`config.mk`:
```
export PLATFORM = sky130hd
export DESIGN_NAME = tsr_top
export DESIGN_NICKNAME = d
export VERILOG_FILES = /design/src/rtl/tsr_pkg.sv /design/src/rtl/tsr_top.sv /design/src/rtl/tsr_aux_mux.sv
export VERILOG_INCLUDE_DIRS = /design/src /design/src/rtl
export SDC_FILE = /design/constraint.sdc
export NUM_CORES = 1
export LEC_CHECK = 0
export BUFFER_PORTS_ARGS = -buffer_cell sky130_fd_sc_hd__buf_2
export CORE_MARGIN = 3
export CORE_UTILIZATION = 45
export CTS_BUF_LIST = sky130_fd_sc_hd__clkbuf_4 sky130_fd_sc_hd__clkbuf_8
export CTS_CLUSTER_DIAMETER = 60
export DETAILED_ROUTE_END_ITERATION = 10
export GPL_TIMING_DRIVEN = 0
export SLEW_MARGIN = 20
export SYNTH_ARGS = -nofsm -noshare
export SYNTH_HDL_FRONTEND = slang
export SYNTH_SLANG_ARGS = --single-unit
```
`constraint.sdc`:
```
create_clock -name pclk -period 10.6 [get_ports pclk]
set_clock_uncertainty 0.05 [all_clocks]
set_input_delay 1.06 -clock pclk [delete_from_list [all_inputs] [get_ports pclk]]
set_output_delay 1.06 -clock pclk [all_outputs]
set_load 0.02 [all_outputs]
```
`src/rtl/tsr_map.svh`:
```
`ifndef TSR_MAP_SVH
`define TSR_MAP_SVH
// register byte addresses
`define TSR_ADDR_SELF_TEST 12'h000
`define TSR_ADDR_SEL_ONE 12'h004
`define TSR_ADDR_SEL_TWO 12'h008
`define TSR_ADDR_AUX 12'h00c
`define TSR_ADDR_DAC_ONE 12'h010
`define TSR_ADDR_DAC_TWO 12'h014
`define TSR_ADDR_CMD 12'h018
`define TSR_ADDR_FIFO 12'h01c
`define TSR_ADDR_STATUS 12'h020
`define TSR_ARM_CODE 8'h09
`define TSR_CMD_BUF_SETUP 4'h1
`define TSR_CMD_CRC 4'h3
`define TSR_CMD_TRANSMIT 4'h4
`define TSR_GRP_RX 5'h07
`define TSR_GRP_OSC 5'h0d
`define TSR_PRBS_OFF 2'h0
`define TSR_PRBS9 2'h1
`define TSR_PRBS15 2'h2
`define TSR_FIFO_DEPTH 64
`define TSR_DAC_MAX 6'h3f
`define TSR_OSC_DIV_HALF 2'h3
`endif

```
`src/rtl/tsr_pkg.sv`:
```
package tsr_pkg;
    typedef struct packed {
        logic data;
        logic coll;
        logic valid;
        logic over;
        logic clear;
    } tsr_rx_t;
    typedef struct packed {
        logic stable;
        logic raw;
    } tsr_osc_t;
    typedef struct packed {
        logic [5:0] corr;
        logic [5:0] minimum;
        logic [5:0] adc_i;
        logic [5:0] adc_q;
        logic tx_busy;
        logic rx_busy;
        logic subcarrier;
    } tsr_ana_t;
    typedef enum logic [1:0] {
        TSR_IDLE, TSR_RUN, TSR_DONE
    } tsr_st_t;
endpackage

```
`src/rtl/tsr_top.sv`:
```
`timescale 1ns/1ps
`include "tsr_map.svh"
// How it works
// - writing 09h to self test control arms the self test
// - after arming, a zero byte plus CRC command runs the self test
// - self test leaves exactly 64 pattern bytes, pattern per version
// - five-bit group select picks internal signals for D1 to D6
// - group 0Dh: stable clock D6, clock/8 D5, raw clock D2
// - group 07h: receiver data, collision, valid, over, clear
// - aux codes 0 to 6: off, DAC reg, correlator, level, ADC
// - aux codes A to F: high, low, tx, rx, subcarrier, test line
// - upper nibble drives aux pin one, lower nibble aux pin two
// - DAC register selection follows its own 00h to 3Fh level
// - at 106 kBd rx busy covers data, parity, CRC, not start
// - at 106 kBd tx busy covers start, data, parity, CRC
// - faster rates: busy only during data bits and CRC
// - three-bit line pick chooses the selected test line
// - PRBS9 or PRBS15 starts sending on the transmit command
// - framing bits are inserted by the framer per current mode
module tsr_top
    import tsr_pkg::*;
#(
    parameter int PATTERN_VERSION = 2
)
(
    input wire logic pclk,
    input wire logic presetn,
    input wire logic psel,
    input wire logic penable,
    input wire logic pwrite,
    input wire logic [11:0] paddr,
    input wire logic [31:0] pwdata,
    output logic [31:0] prdata,
    output logic pready,
    output logic pslverr,
    input wire tsr_rx_t rx_sig,
    input wire tsr_osc_t osc_sig,
    input wire tsr_ana_t ana_sig,
    output logic [6:1] test_pin,
    output logic test_pin_oe,
    output logic [5:0] aux_pin_one,
    output logic aux_pin_one_oe,
    output logic [5:0] aux_pin_two,
    output logic aux_pin_two_oe,
    output logic prbs_bit,
    output logic prbs_valid
);
    initial begin
        if (PATTERN_VERSION != 1 && PATTERN_VERSION != 2)
            $error("tsr_top: PATTERN_VERSION must be 1 or 2");
    end

    // ********************************************************
    // pin input synchronisers
    // ********************************************************
    tsr_rx_t rx_s1, rx_s2;
    tsr_osc_t osc_s1, osc_s2;
    always_ff @(posedge pclk or negedge presetn) begin
        if (!presetn) begin
            rx_s1 <= '0;
            rx_s2 <= '0;
            osc_s1 <= '0;
            osc_s2 <= '0;
        end else begin
            rx_s1 <= rx_sig;
            rx_s2 <= rx_s1;
            osc_s1 <= osc_sig;
            osc_s2 <= osc_s1;
        end
    end

    // ********************************************************
    // registers
    // ********************************************************
    logic [7:0] self_test_control_reg, next_self_test_control_reg;
    logic [7:0] first_test_select_reg, next_first_test_select_reg;
    logic [7:0] second_test_select_reg, next_second_test_select_reg;
    logic [7:0] aux_pin_select_reg, next_aux_pin_select_reg;
    logic [5:0] dac_level_one_reg, next_dac_level_one_reg;
    logic [5:0] dac_level_two_reg, next_dac_level_two_reg;
    logic [31:0] next_prdata;
    logic wr, rd, fifo_push, fifo_pop, cmd_crc, cmd_setup, cmd_tx;
    assign wr = psel && penable && pwrite;
    assign rd = psel && penable && !pwrite;
    assign pready = 1'b1;
    assign pslverr = 1'b0;
    assign fifo_push = wr && paddr == `TSR_ADDR_FIFO;
    assign fifo_pop = rd && paddr == `TSR_ADDR_FIFO;
    assign cmd_crc = wr && paddr == `TSR_ADDR_CMD
        && pwdata[3:0] == `TSR_CMD_CRC;
    assign cmd_setup = wr && paddr == `TSR_ADDR_CMD
        && pwdata[3:0] == `TSR_CMD_BUF_SETUP;
    assign cmd_tx = wr && paddr == `TSR_ADDR_CMD
        && pwdata[3:0] == `TSR_CMD_TRANSMIT;

    // ********************************************************
    // self test fifo and pattern
    // ********************************************************
    logic [7:0] fifo_mem [`TSR_FIFO_DEPTH];
    logic [6:0] fifo_cnt, next_fifo_cnt;
    logic [5:0] rd_ptr, next_rd_ptr, wr_ptr, next_wr_ptr;
    logic [5:0] st_idx, next_st_idx;
    tsr_st_t st, next_st;
    logic [7:0] pat_byte;
    logic [511:0] pat_v1, pat_v2;
    assign pat_v1 = {
        64'h00c637d532b7575c, 64'hc2d87c4dd970c773,
        64'h10e6d2aa5ea13e5a, 64'h14af3061c970db2e,
        64'h642272b5bd65f4ec, 64'h22bcd37235cdaa41,
        64'h1fa7f35314de7e02, 64'hd90fb55e251d2979};
    assign pat_v2 = {
        64'h00eb66ba57bf2395, 64'hd0e30d3d27895cde,
        64'h9d3ba700215b8982, 64'h513aeb020ca50049,
        64'h7c844db3ccd21b81, 64'h5d4876d5716121a9,
        64'h86968338cf9d5b6d, 64'hdc15ba3e7d953b2f};
    always_comb begin
        pat_byte = (PATTERN_VERSION == 1)
            ? pat_v1[9'(511 - 8 * st_idx) -: 8]
            : pat_v2[9'(511 - 8 * st_idx) -: 8];
    end

    always_comb begin
        next_st = st;
        next_st_idx = st_idx;
        next_fifo_cnt = fifo_cnt;
        next_rd_ptr = rd_ptr;
        next_wr_ptr = wr_ptr;
        case (st)
            TSR_IDLE: begin
                if (cmd_setup) begin
                    next_rd_ptr = 6'h00;
                    next_wr_ptr = 6'h00;
                    next_fifo_cnt = 7'h00;
                end else if (cmd_crc && self_test_control_reg
                        == `TSR_ARM_CODE) begin
                    next_st = TSR_RUN;
                    next_st_idx = 6'h00;
                    next_rd_ptr = 6'h00;
                    next_wr_ptr = 6'h00;
                    next_fifo_cnt = 7'h00;
                end else begin
                    if (fifo_push && fifo_cnt != 7'h40) begin
                        next_wr_ptr = wr_ptr + 6'h01;
                        next_fifo_cnt = fifo_cnt + 7'h01;
                    end
                    if (fifo_pop && fifo_cnt != 7'h00) begin
                        next_rd_ptr = rd_ptr + 6'h01;
                        next_fifo_cnt = next_fifo_cnt - 7'h01;
                    end
                end
            end
            TSR_RUN: begin
                // fill all 64 entries, one per cycle
                next_wr_ptr = wr_ptr + 6'h01;
                next_fifo_cnt = fifo_cnt + 7'h01;
                next_st_idx = st_idx + 6'h01;
                if (st_idx == 6'h3f)
                    next_st = TSR_DONE;
            end
            TSR_DONE: next_st = TSR_IDLE;
            default: next_st = TSR_IDLE;
        endcase
    end

    always_ff @(posedge pclk) begin
        if (st == TSR_RUN)
            fifo_mem[wr_ptr] <= pat_byte;
        else if (st == TSR_IDLE && fifo_push && fifo_cnt != 7'h40)
            fifo_mem[wr_ptr] <= pwdata[7:0];
    end

    // ********************************************************
    // register writes
    // ********************************************************
    always_comb begin
        next_self_test_control_reg = self_test_control_reg;
        next_first_test_select_reg = first_test_select_reg;
        next_second_test_select_reg = second_test_select_reg;
        next_aux_pin_select_reg = aux_pin_select_reg;
        next_dac_level_one_reg = dac_level_one_reg;
        next_dac_level_two_reg = dac_level_two_reg;
        if (wr) begin
            case (paddr)
                `TSR_ADDR_SELF_TEST:
                    next_self_test_control_reg = pwdata[7:0];
                `TSR_ADDR_SEL_ONE:
                    next_first_test_select_reg = pwdata[7:0];
                `TSR_ADDR_SEL_TWO:
                    next_second_test_select_reg = pwdata[7:0];
                `TSR_ADDR_AUX: next_aux_pin_select_reg = pwdata[7:0];
                `TSR_ADDR_DAC_ONE: next_dac_level_one_reg = pwdata[5:0];
                `TSR_ADDR_DAC_TWO: next_dac_level_two_reg = pwdata[5:0];
                default: ;
            endcase
        end
        next_prdata = 32'h0000_0000;
        if (psel && !penable && !pwrite) begin
            case (paddr)
                `TSR_ADDR_SELF_TEST:
                    next_prdata = {24'h0, self_test_control_reg};
                `TSR_ADDR_SEL_ONE:
                    next_prdata = {24'h0, first_test_select_reg};
                `TSR_ADDR_SEL_TWO:
                    next_prdata = {24'h0, second_test_select_reg};
                `TSR_ADDR_AUX: next_prdata = {24'h0, aux_pin_select_reg};
                `TSR_ADDR_DAC_ONE:
                    next_prdata = {26'h0, dac_level_one_reg};
                `TSR_ADDR_DAC_TWO:
                    next_prdata = {26'h0, dac_level_two_reg};
                `TSR_ADDR_FIFO: next_prdata = {24'h0, fifo_mem[rd_ptr]};
                `TSR_ADDR_STATUS:
                    next_prdata = {23'h0, st != TSR_IDLE, 1'b0, fifo_cnt};
                default: next_prdata = 32'h0000_0000;
            endcase
        end
    end

    // ********************************************************
    // test bus and oscillator divider
    // ********************************************************
    logic [1:0] div_cnt, next_div_cnt;
    logic div_clk, next_div_clk, raw_q;
    logic [6:1] next_test_pin;
    logic next_test_pin_oe, next_sel_line;
    logic selected_test_line;
    logic [4:0] test_bus_group_select;
    logic [2:0] test_bus_line_pick;
    assign test_bus_group_select = second_test_select_reg[4:0];
    assign test_bus_line_pick = first_test_select_reg[2:0];
    always_comb begin
        // count rising raw edges; four per half period gives divide by 8
        next_div_cnt = div_cnt;
        next_div_clk = div_clk;
        if (osc_s2.raw && !raw_q) begin
            next_div_cnt = div_cnt + 2'h1;
            if (div_cnt == `TSR_OSC_DIV_HALF)
                next_div_clk = !div_clk;
        end
        next_test_pin = 6'h00;
        next_test_pin_oe = 1'b1;
        case (test_bus_group_select)
            `TSR_GRP_RX:
                next_test_pin = {rx_s2.data, rx_s2.coll, rx_s2.valid,
                    rx_s2.over, rx_s2.clear, 1'b0};
            `TSR_GRP_OSC:
                next_test_pin = {osc_s2.stable, div_clk, 2'b00,
                    osc_s2.raw, 1'b0};
            default: next_test_pin_oe = 1'b0;
        endcase
        next_sel_line = 1'b0;
        if (test_bus_line_pick != 3'h0)
            next_sel_line = next_test_pin[test_bus_line_pick];
    end

    // ********************************************************
    // prbs generator
    // ********************************************************
    logic [14:0] lfsr, next_lfsr;
    logic next_prbs_bit, next_prbs_valid, fb;
    logic [1:0] prbs_mode;
    assign prbs_mode = second_test_select_reg[6:5];
    always_comb begin
        // framing is added downstream by the mode-aware framer
        fb = (prbs_mode == `TSR_PRBS9) ? (lfsr[8] ^ lfsr[4])
            : (lfsr[14] ^ lfsr[13]);
        next_lfsr = lfsr;
        next_prbs_valid = prbs_valid;
        next_prbs_bit = 1'b0;
        if (prbs_mode != `TSR_PRBS9 && prbs_mode != `TSR_PRBS15) begin
            next_prbs_valid = 1'b0;
            next_lfsr = 15'h7fff;
        end else if (cmd_tx) begin
            next_prbs_valid = 1'b1;
            next_prbs_bit = 1'b1;
            next_lfsr = 15'h7fff;
        end else if (prbs_valid) begin
            next_lfsr = {lfsr[13:0], fb};
            next_prbs_bit = fb;
        end
    end

    always_ff @(posedge pclk or negedge presetn) begin
        if (!presetn) begin
            self_test_control_reg <= 8'h00;
            first_test_select_reg <= 8'h00;
            second_test_select_reg <= 8'h00;
            aux_pin_select_reg <= 8'h00;
            dac_level_one_reg <= 6'h00;
            dac_level_two_reg <= 6'h00;
            prdata <= 32'h0000_0000;
            st <= TSR_IDLE;
            st_idx <= 6'h00;
            fifo_cnt <= 7'h00;
            rd_ptr <= 6'h00;
            wr_ptr <= 6'h00;
            div_cnt <= 2'h0;
            div_clk <= 1'b0;
            raw_q <= 1'b0;
            test_pin <= 6'h00;
            test_pin_oe <= 1'b0;
            selected_test_line <= 1'b0;
            lfsr <= 15'h7fff;
            prbs_bit <= 1'b0;
            prbs_valid <= 1'b0;
        end else begin
            self_test_control_reg <= next_self_test_control_reg;
            first_test_select_reg <= next_first_test_select_reg;
            second_test_select_reg <= next_second_test_select_reg;
            aux_pin_select_reg <= next_aux_pin_select_reg;
            dac_level_one_reg <= next_dac_level_one_reg;
            dac_level_two_reg <= next_dac_level_two_reg;
            prdata <= next_prdata;
            st <= next_st;
            st_idx <= next_st_idx;
            fifo_cnt <= next_fifo_cnt;
            rd_ptr <= next_rd_ptr;
            wr_ptr <= next_wr_ptr;
            div_cnt <= next_div_cnt;
            div_clk <= next_div_clk;
            raw_q <= osc_s2.raw;
            test_pin <= next_test_pin;
            test_pin_oe <= next_test_pin_oe;
            selected_test_line <= next_sel_line;
            lfsr <= next_lfsr;
            prbs_bit <= next_prbs_bit;
            prbs_valid <= next_prbs_valid;
        end
    end

    // ********************************************************
    // auxiliary pins
    // ********************************************************
    // busy flags arrive already shaped per rate by the framer
    tsr_aux_mux u_aux_one (
        .source(aux_pin_select_reg[7:4]),
        .dac_level(dac_level_one_reg),
        .ana(ana_sig),
        .test_line(selected_test_line),
        .level(aux_pin_one),
        .oe(aux_pin_one_oe)
    );
    tsr_aux_mux u_aux_two (
        .source(aux_pin_select_reg[3:0]),
        .dac_level(dac_level_two_reg),
        .ana(ana_sig),
        .test_line(selected_test_line),
        .level(aux_pin_two),
        .oe(aux_pin_two_oe)
    );
endmodule

```
`src/rtl/tsr_aux_mux.sv`:
```
`timescale 1ns/1ps
`include "tsr_map.svh"
// ************************************************************
// one auxiliary pin selector
// ************************************************************
module tsr_aux_mux
    import tsr_pkg::*;
(
    input wire logic [3:0] source,
    input wire logic [5:0] dac_level,
    input wire tsr_ana_t ana,
    input wire logic test_line,
    output logic [5:0] level,
    output logic oe
);
    always_comb begin
        level = 6'h00;
        oe = 1'b1;
        case (source)
            4'h0: oe = 1'b0;
            4'h1: level = dac_level;
            4'h2: level = ana.corr;
            4'h4: level = ana.minimum;
            4'h5: level = ana.adc_i;
            4'h6: level = ana.adc_q;
            4'ha: level = `TSR_DAC_MAX;
            4'hb: level = 6'h00;
            4'hc: level = {6{ana.tx_busy}};
            4'hd: level = {6{ana.rx_busy}};
            4'he: level = {6{ana.subcarrier}};
            4'hf: level = {6{test_line}};
            // reserved codes stay undriven
            default: oe = 1'b0;
        endcase
    end
endmodule

```
After elaboration in Yosys (flattened, before gate mapping)

Memories as Yosys holds them, arrays and structs flattened.
Index checks and enable logic that the tools add are counted.

Logic and storage cells: 188
Bits in latches: 0
Bits in writable memories: 512
Bits of input ports: 83
Output and inout port bits: 57
ROM bits: 0
Register bits after elaboration: 146
Memories kept: 1

Memory list:

| memory   | depth | bits a word | read ports | clocked after Yosys merged registers in | write ports | line          | RTL |
|---|---|---|---|---|---|---|---|
| fifo_mem | 64    | 8           | 1          | 0                                       | 1           | tsr_top.sv:99 | `` logic [7:0] fifo_mem [`TSR_FIFO_DEPTH]; `` |

Add/sub/neg operators: 7
Eq/ne operators: 47
Divide/modulo/power cells: 0
Mux-type cells: 48
$lt $le $gt $ge: 1
Multipliers: 0
Bitwise gates (word level): 3
Shifts and indexed selects: 1
Reduce and logical (&&, ||, !) cells: 45

Operator list:

| operator                                                     | count |
|---|---|
| indexed part select 519 x 10 -> 8 bit (first input constant) | 1 |
| one-hot mux 6 bit (10 select lines)                          | 2 |
| one-hot mux 9 bit (8 select lines)                           | 1 |
| 2-to-1 mux 7 bit                                             | 7 |
| == test 12 x 5 -> 1 bit (second input constant)              | 4 |
| == test 4 bit (second input constant)                        | 12 |
| 2-to-1 mux 6 bit                                             | 8 |
| 2-to-1 mux 15 bit                                            | 3 |
| one-hot mux 6 bit (2 select lines)                           | 3 |
| == test 4 x 3 -> 1 bit (second input constant)               | 7 |
| == test 12 x 4 -> 1 bit (second input constant)              | 2 |
| OR reduction 11 bit                                          | 2 |
| adder 6 x 1 -> 6 bit (second input constant)                 | 3 |
| logical AND 1 bit                                            | 18 |
| AND reduction 2 bit                                          | 9 |
| 2-to-1 mux 1 bit                                             | 16 |
| one-hot mux 7 bit (2 select lines)                           | 1 |
| == test 12 x 3 -> 1 bit (second input constant)              | 1 |
| == test 12 x 6 -> 1 bit (second input constant)              | 1 |
| == test 4 x 1 -> 1 bit (second input constant)               | 3 |
| == test 4 x 2 -> 1 bit (second input constant)               | 3 |
| logical NOT 12 bit                                           | 1 |
| 2-to-1 mux 9 bit                                             | 1 |
| nonzero test 3 bit                                           | 3 |
| 27 further kinds                                             | 40 |

Depth between registers and ports, before layout

Gate-level depths: netlist of the first run.

Depth after elaboration: 13
Depth in mapped cells: 11
Depth with buffers taken out: 9

Hierarchy

A second synthesis of the first run with hierarchy kept.

Cells, all modules: 1733
Area total of the unflattened synthesis: 27577.7 µm²

By module, submodules not included:

| module      | cells an instance | sequential area each (µm²) | times used | area each (µm²) |
|---|---|---|---|---|
| tsr_top     | 1625              | 18446.4                    | 1          | 26827.0 |
| tsr_aux_mux | 54                | 0.0                        | 2          | 375.4 |

Least setup slack after synthesis of the first run

Ideal clock, no wire load.

Path type: reg-to-reg
Start: register st_idx[1]
End: memory fifo_mem[0][3], data pin
Required time: 9.848 ns
Path buffers: 2
Setup time: 0.702 ns
Arrival: 4.599 ns
Cell stages (with the launch flop): 10
Period minus slack after synthesis: 5.350 ns
Slack: 5.250 ns
Cell sequence: dfrtp_1 -> clkbuf_1 -> inv_1 -> ha_1 -> clkbuf_1 -> a21oi_1 -> nor2_1 -> a21oi_1 -> mux4_2 -> o21ai_0

Cells in the longest elaborated chain, start to end: 3

RTL lines:

| element                               | line           | RTL |
|---|---|---|
| start, declared                       | tsr_top.sv:102 | `logic [5:0] st_idx, next_st_idx;` |
| start signal, assigned                | tsr_top.sv:314 | `st_idx <= next_st_idx;` |
| subtractor 9 bit                      | tsr_top.sv:119 | `: pat_v2[9'(511 - 8 * st_idx) -: 8];` |
| indexed part select 519 x 10 -> 8 bit | tsr_top.sv:119 |  |
| 2-to-1 mux 8 bit (no source line)     | n/a            |  |
| end, declared                         | tsr_top.sv:99  |  |

Every way passes these cells.

Worst setup path in the final report of the first run

Start: register fifo_cnt[0]
End: memory fifo_mem[23][3] (enable)

Cells in the longest elaborated chain, start to end: 6

RTL lines:

| element                                | line           | RTL |
|---|---|---|
| start, declared                        | tsr_top.sv:100 | `logic [6:0] fifo_cnt, next_fifo_cnt;` |
| start signal, assigned                 | tsr_top.sv:315 | `fifo_cnt <= next_fifo_cnt;` |
| != test 7 bit                          | tsr_top.sv:168 | `else if (st == TSR_IDLE && fifo_push && fifo_cnt != 7'h40)` |
| logical AND 1 bit                      | tsr_top.sv:168 |  |
| 2-to-1 mux 1 bit                       | tsr_top.sv:168 |  |
| 2-to-1 mux 1 bit                       | tsr_top.sv:166 | `if (st == TSR_RUN)` |
| 2-to-1 mux 1 bit (implied by the code) | tsr_top.sv:169 | `fifo_mem[wr_ptr] <= pwdata[7:0];` |
| bitwise OR 1 bit (no source line)      | n/a            |  |

Every way passes these cells.

==> run summary, run 1 <==
The synthesized netlist devotes 0.6414% of its cell area to XOR and XNOR gates. The critical path's slowest cell is nor2_1. The die covers 63,680 µm². The final design utilization is 52.48%. CTS built an H-tree with a depth of 3. The detailed router used layers up to and including met4.

In the synthesized netlist the dominant register cell turns out to be edfxtp_1. The detailed-route via count is 16,562. The count of flip-flops with a built-in enable after synthesis is 512. More flip-flops sit in one register than any other, and that register is fifo_mem. Summed over all nets, the switching power comes to 0.001004 W.

The floorplan step set the die width to 252.4 µm. The net count of the finished layout is roughly 2,000. Once detail routing completed, the nets flagged for antenna violations numbered 0. The number of fill cells in the layout is 4,923. The simple logic cell fraction of the synthesized area is 6.725%. In the post-synthesis netlist, the cell with the most instances is edfxtp_1. The number of antenna violations at the first check in global routing was 1. The largest total area in the synthesized netlist belongs to edfxtp_1. The startpoint identified for the worst register-to-register timing path is fifo_cnt[0]. In this run the static leakage power is 11.15 nW. The clock-pin transition on the worst setup and hold timing paths is 0.07 ns.

After detailed routing, the met2 layer carries 33.87 mm of wire. Gates resized during post-CTS repair numbered 0. The worst setup path is of the register to register kind.

The weighted congestion reported at the end of routability-driven placement came out at 0.9573. The register with the most flip-flops in the layout has 512 of them. After synthesis, the largest family of logic cells by area is multiplexers. The maximum clock path buffer count is 3. The number of detailed-route iterations in the first pass came out at 5.

The global router's overall resource usage is 22.87%. The number of standard-cell rows in the floorplan is 89. The run finished with clean final reports.

Synthesis instantiated 75 different standard cells from the library. The die is 252.4 µm tall. Counting both buffers and inverters, the worst setup path holds a total of 2. The layout-stage area growth over the synthesis result came out at 14.49%. The wire length of the first global-routing pass came out at 107.0 mm. The largest net degree at the start of global routing is 82. The clock root buffer is clkbuf_8. The clock tree from TritonCTS is done. The number of global-route vias before repair is 16,448.

On the final layout, the worst hold slack is 0.2222 ns. The worst path uses approximately 40% of the clock period. The Yosys warning count came out at 0. The flip-flop and latch count after synthesis is 634.

The CTS buffer count is 102. The sequential-to-total area share from yosys stat is roughly two thirds. The final wirelength came out at 72.91 mm. Across the VDD grid, the largest voltage drop is approximately 95 µV. The capture instance of the worst register-to-register path is fifo_mem[23][3]. The pin slew with the least headroom to its limit is 1.082 ns. The worst-path maximum fanout is 9. The final-layout setup total negative slack is 0 ns. The required time of the worst setup path came out at between 10 and 15 ns. The worst setup path is launched from a register. The total internal power came out at 0.003844 W.

The cell count after synthesis came out at 1,701. The critical path's largest stage delay came out at 1.02 ns. The insertion delay to the later sink of the worst-skew pair came out at 0.72 ns. The power share of the clock group is 43.3%. The layout cell share with drive strength beyond 1 came out at 27.29%.

The mean instance size in the synthesized netlist is 16.06 µm². The detail-routed via count per cell is 5.945. The fraction of the mapped netlist area in compound gates came out at under 10%. The portion of total power attributed to sequential cells came out at 55.2%. The final global-route overflow total came out at 0.

In the final layout, the registers with the most flip-flops are fifo_mem x512, lfsr x15, prdata x9. After Yosys synthesis, full adders, half adders and majority gates account for less than 1% of the synthesized area. The total met3 wirelength after detailed routing is 5.884 mm.

Setup repair after global routing left no endpoint under its margin. The number of failing hold endpoints at the final stage came out at 0. The async set-or-reset flop fraction in the synthesized netlist came out at 19.24%. The worst setup path startpoint is fifo_cnt[0].

The number of buffers added for setup after CTS came out at 0. The multiplexer area fraction after synthesis is about 15%. The number of sinks handled by clock tree synthesis is 634. After floorplanning, the core was sized to cover 59,580 µm².

The total I/O pin count is 140. The number of stages on the worst setup path is 9. The timing-limited maximum frequency is approximately 0.24 GHz. In the routed design, unresolved DRC markers number 0. The placed wire-length estimate after detailed placement is 48.99 mm. The number of setup violations in the final report came out at 0. The mean routed wirelength per cell is 26.17 µm.

The starting density of the core is 45.84%. Net switching is 20.71% of the power. The worst slew margin relative to its limit is 27.34%. The type of the worst min-delay path is input port to asynchronous set/reset pin. For this block, the initial DRC count from the detailed router was 1,842. The max-slew violation count is 0. Ranked by total cell area, the synthesized netlist is headed by edfxtp_1 56%, mux4_2 11%, dfrtp_1 9.8%. Traced cell by cell, the critical path runs through clkbuf_1, inv_1, ha_1, nor4b_1, nand3b_1, nand3_4, a21oi_4, nand4_1, nor2_1. The number of buffers added on ports is 88.

STA classifies the critical path endpoint as a register. The power share of the combinational group came out at 1.5%. Power spread over the standard cell area amounts to around 160 nW/µm². The power consumption is 0.004848 W. The commonest cells after synthesis are 512 x edfxtp_1, 139 x mux4_2, 134 x nor2_1, 107 x dfrtp_1, 101 x nand2_1. On the critical path the largest part of the delay comes from simple AND/OR/NAND/NOR gates.

The portion of synthesized cell area occupied by the leading cell type came out at 56.29%. The arrival time reported for the critical path endpoint came out at 4.44 ns. The cell area after synthesis came out at 27,310 µm². The length in cells of the worst reg-to-reg path came out at 9. The worst setup path endpoint is fifo_mem[23][3]. The post-route minimum period is 4.203 ns. The total of max-cap violations is 0. The total routed wire length on the met1 layer is 31.13 mm. The post-cts hold buffer count came out at 0.

The slack of the worst reg-to-reg path is 6.40 ns.
kinds of logic after synthesis:
kind of cell             after synthesis
AO/OA/AOI/OAI                        281
XOR/XNOR                              20
adder cells (fa/ha/maj)               21
buffers and inverters                145
flip-flops                           634
multiplexers                         220
other                                  2
AND/OR/NAND/NOR                      378
power by group through the flow:
stage	Sequential, W	Clock, W	Combinational [W]
2_1_floorplan	0.00272	0	0.0000374
3_3_place_gp	0.00272	0	0.0000707
3_5_place_dp	0.00272	0	0.0000735
4_1_cts	0.00267	0.00214	0.0000743
5_1_grt	0.00267	0.00225	0.0000817
6_report	0.00267	0.00210	0.0000745
worst min-delay path by stage:
stage | endpoint | cells past startpoint | slack (ns) | start
after floorplan | osc_s2[0] | 0 | 0.28 | osc_s1[0]
after global placement | osc_s2[0] | 0 | 0.29 | osc_s1[0]
after detailed placement | rx_s2[4] | 0 | 0.29 | rx_s1[4]
after CTS | fifo_cnt[3] | 1 | 0.18 | presetn
after global routing | fifo_cnt[3] | 1 | 0.23 | presetn
final | fifo_cnt[3] | 1 | 0.22 | presetn
final cells by class:
class                   instances  area, µm²  share of cell area, %
diodes                          1      2.502               0.008003
plain buffers                 129      616.8                  1.973
clock buffers                 141       1722                  5.506
clock inverters                45      309.0                 0.9884
inverters                      16      60.06                 0.1921
multi-input cells             946       8372                  26.77
flip-flops and latches        634      18450                  59.00
well taps                     773      967.2                  3.093
repair buffers                101      772.0                  2.469
stage by stage:
stage	setup WS [ns]	instance area, µm²	instances
3_5_place_dp	5.914	29230	2599
4_1_cts	6.485	31270	2785
6_report	6.397	31270	2786
3_3_place_gp	0.6136	28810	2586
2_1_floorplan	5.250	27400	1725
5_1_grt	6.231	31270	2786
cell usage in the layout (no fill, tap or decap), types with 11 or more instances in the layout:
cell type	netlist	layout
a21oi_1	61	57
nor2_1	134	134
nor2b_1	21	21
inv_1	16	16
mux2i_1	29	29
a22o_1	18	18
edfxtp_1	512	512
dfstp_2	15	15
clkinv_1	0	25
buf_2	21	108
mux4_2	139	139
conb_1	2	26
ha_1	21	21
clkinv_2	0	11
xnor2_1	12	12
nand2_1	101	99
dfrtp_1	107	107
a31oi_1	14	14
mux2_2	52	52
clkbuf_8	0	106
nand3_1	21	21
buf_4	26	26
nor3_1	21	20
clkbuf_1	66	65
clkbuf_4	0	35
o21ai_0	46	44
buf_1	15	15
o311ai_0	11	11
a22oi_1	75	75
layer usage:
metal | track usage [%] | vias up
met1 | 32.58 | 8540
met3 | 4.188 | 121
met5 | 0 | -
met2 | 35.92 | 759
met4 | 7.779 | 0
li1 | - | 7142
(Power assumes the default switching activity.)
==> run 2: changes to the inputs <==
- clock period: 10.6 -> 3.5 ns (I/O delays scaled with it)
==> run 2 against run 1 <==
Non-clock buffer count increased by 21. Maximum frequency increased by 22%. Sequential power increased to 3.0 times the previous value. Utilization increased by 1.5 points. Total power increased to 3.1 times the previous value. Worst setup slack got worse by 6.4 ns. First-iteration DRC count increased by 5.8%. Hold slack got worse by 0.12 ns. Sequential share of layout area decreased by 1.7 points. Routed wire length increased by 3.5%. Clock power increased to 3.2 times the previous value.
==> run summary, run 2 (synthesis gave the netlist of run 1 again) <==
The insertion delay to the later sink of the worst-skew pair came out at 0.73 ns (about the same). The total power per unit cell area came out at 466.4 nW/µm² (+200%). The final-layout setup total negative slack is 0 ns (unchanged). The final design utilization is 54.00% (+1.5 points). The timing-limited maximum frequency is 0.2896 GHz (+22%). The starting density of the core is 45.84% (unchanged).

STA classifies the critical path endpoint as a register. The number of sinks handled by clock tree synthesis came out at 634 (unchanged). The arrival time reported for the critical path endpoint came out at 3.99 ns (-0.45 ns). The final antenna-violating net count came to 0 (unchanged). The number of setup violations in the final report is 0 (unchanged). The cell leakage power came out at 11.41 nW (+2.4%).

The pin slew with the least headroom to its limit came to 1.127 ns (+0.04510 ns). The final wirelength came out at 75.44 mm (+3.5%). The total I/O pin count is 140 (unchanged). The die area came to 63,680 µm² (unchanged). The H-tree depth is 3 (unchanged). The number of flip-flops in the largest register is 512 (unchanged). The number of buffers added on ports came out at 88 (unchanged).

The run finished with clean final reports. The global router's overall resource usage came out at 23.87% (+1.0 points). The maximum ir drop on the vdd rail came out at 372.2 µV (+290%). CTS placed an instance of clkbuf_8 at the clock tree root. The largest net degree at the start of global routing came to 65 (-21%).

The worst-path maximum fanout is 10 (+1). The layout-stage area growth over the synthesis result came out at 17.79%. The detailed router's first-iteration violation count is 1,948 (+5.8%). The post-route minimum period is 3.454 ns (-0.7489 ns). The final global-route overflow total came out at 0 (unchanged). The die width came out at 252.4 µm (unchanged). The required time of the worst setup path came out at 4.04 ns (-6.79 ns). The type of the worst setup path is register to register. The weighted congestion reported at the end of routability-driven placement came out at 0.8918 (-6.8%). The number of DRC violations after detailed routing came out at 0 (unchanged). The detailed-route via count came out at 16,780 (+1.3%). In the final layout, the registers with the most flip-flops are fifo_mem x512, lfsr x15, prdata x9. The power consumption is 0.01500 W (+210%).

The number of fill cells in the layout came out at 4,737 (-3.8%). The core region area came out at 59,580 µm² (unchanged). The wire length of the first global-routing pass is 110.8 mm (+3.5%). The CTS buffer count is 105 (+2.9%). The post-route clock period utilization came out at 98.67% (+59 points).

The maximum clock path buffer count came to 3 (unchanged). The area of the multi-input gates is 8813 µm² (+5.3%). The total of max-cap violations came out at 0 (unchanged). The number of antenna violations at the first check in global routing came to 1 (unchanged). In the layout the commonest cells are 512 x edfxtp_1, 139 x mux4_2, 112 x clkbuf_8.

The placed wire-length estimate after detailed placement is 49.54 mm (+1.1%). The number of global-route vias before repair is 16,791 (+2.1%). The register area is 18,450 µm² (unchanged). The min-delay analysis places its worst path in the category input port to register. The worst slew margin relative to its limit came out at 24.89% (-2.5 points).

TritonCTS built the clock tree. The clock-pin transition on the worst setup and hold timing paths is 0.06 ns (about the same). Leaving out fill and tap cells, the most frequent cell in the layout is edfxtp_1. The detail-routed via count per cell is 5.969 (+0.42%). The die extent in y came to 252.4 µm (unchanged). The number of standard-cell rows in the floorplan came out at 89 (unchanged).

The mean routed wirelength per cell was 26.84 µm (+2.6%). The layout cell share with drive strength beyond 1 came out at 31.89% (+4.6 points). More flip-flops sit in one register than any other, and that register is fifo_mem. Setup repair after global routing could not meet its margin everywhere.

The max-slew violation count is 0 (unchanged). The layout net count was 2,061 (+1.3%). STA classifies the critical path startpoint as a register. The number of failing hold endpoints at the final stage came out at 0 (unchanged). The antenna cell count came to 0 (-1).

The number of detailed-route iterations in the first pass was 6 (+1).
run 2: changes by cell type in the layout (fill, tap and decap cells not counted), moves of 12 or more:
| cell | change |
|---|---|
| nor2_4 | +29 |
| nor2_1 | -59 |
| nor2_2 | +30 |
| clkbuf_4 | +12 |
| clkbuf_1 | -12 |
| dlygate4sd3_1 | +15 |
run 2: path summary, 6_finish.rpt:
path | startpoint | endpoint | slack (ns) | cells after the start
min in group asynchronous | presetn | fifo_cnt[2] | 0.13 | 2
worst max register to register | rd_ptr[2] | prdata[2] | 0.05 | 7
worst max-delay path | rd_ptr[2] | prdata[2] | 0.05 | 7
worst min-delay path | pwdata[3] | dac_level_two_reg[3] | 0.11 | 2
worst min register to register | rx_s1[2] | rx_s2[2] | 0.30 | 0
max in group asynchronous | presetn | rx_s2[3] | 2.58 | 3
run 2: worst max-delay path: stages, from the launching register on:
cell and delay [ns]:
dfrtp_1 0.39, buf_2 0.23, nor2_1 0.75, clkbuf_1 0.69
a22oi_1 0.15, a21boi_0 0.52, o31ai_2 0.18, a31oi_1 0.32
run 2: per-stage QoR:
step	instances	setup slack (ns)	hold slack [ns]	cell area, µm²
3_3_place_gp	2586	-3.566	0.2833	28820
4_1_cts	2813	-0.3464	0.03347	31900
3_5_place_dp	2599	-0.6680	0.2855	29270
5_1_grt	2811	-0.005504	0.06177	32170
2_1_floorplan	1725	-0.7663	0.004409	27410
6_report	2811	0.04640	0.1059	32170
run 2: final cells by class:
class | count | area share, %
buffer | 126 | 2.030
tap | 773 | 3.006
multi-input combinational | 949 | 27.40
clock buffer | 150 | 5.678
inverter | 16 | 0.1867
timing repair buffer | 125 | 3.333
sequential | 634 | 57.34
clock inverter | 38 | 1.031
run 2: what timing repair did:
item | in CTS | in global routing
endpoints found under the setup margin | 917 | 734
hold endpoints to repair | 114 | 0
hold buffers | 15 | 0
setup buffers | 9 | 0
gates cloned | 3 | 0
resized for setup | 56 | 84
pin swaps | 4 | 1
run 2: routing by layer:
layer	global-route usage [%]	wire (µm)	share of wire, %	vias to the layer above
li1	-	-	-	7193
met1	33.62	31400	42	8617
met2	37.06	35030	46	812
met3	5.690	6699	8.9	156
met4	7.779	2295	3.0	2
met5	0	13	0.017	-
run 2: where the power goes:
| group | switching [W] | internal, W |
|---|---|---|
| clock | 0.00299 | 0.00367 |
| sequential | 0.0000170 | 0.00808 |
| combinational | 0.000144 | 0.0000966 |
| total | 0.00315 | 0.0119 |
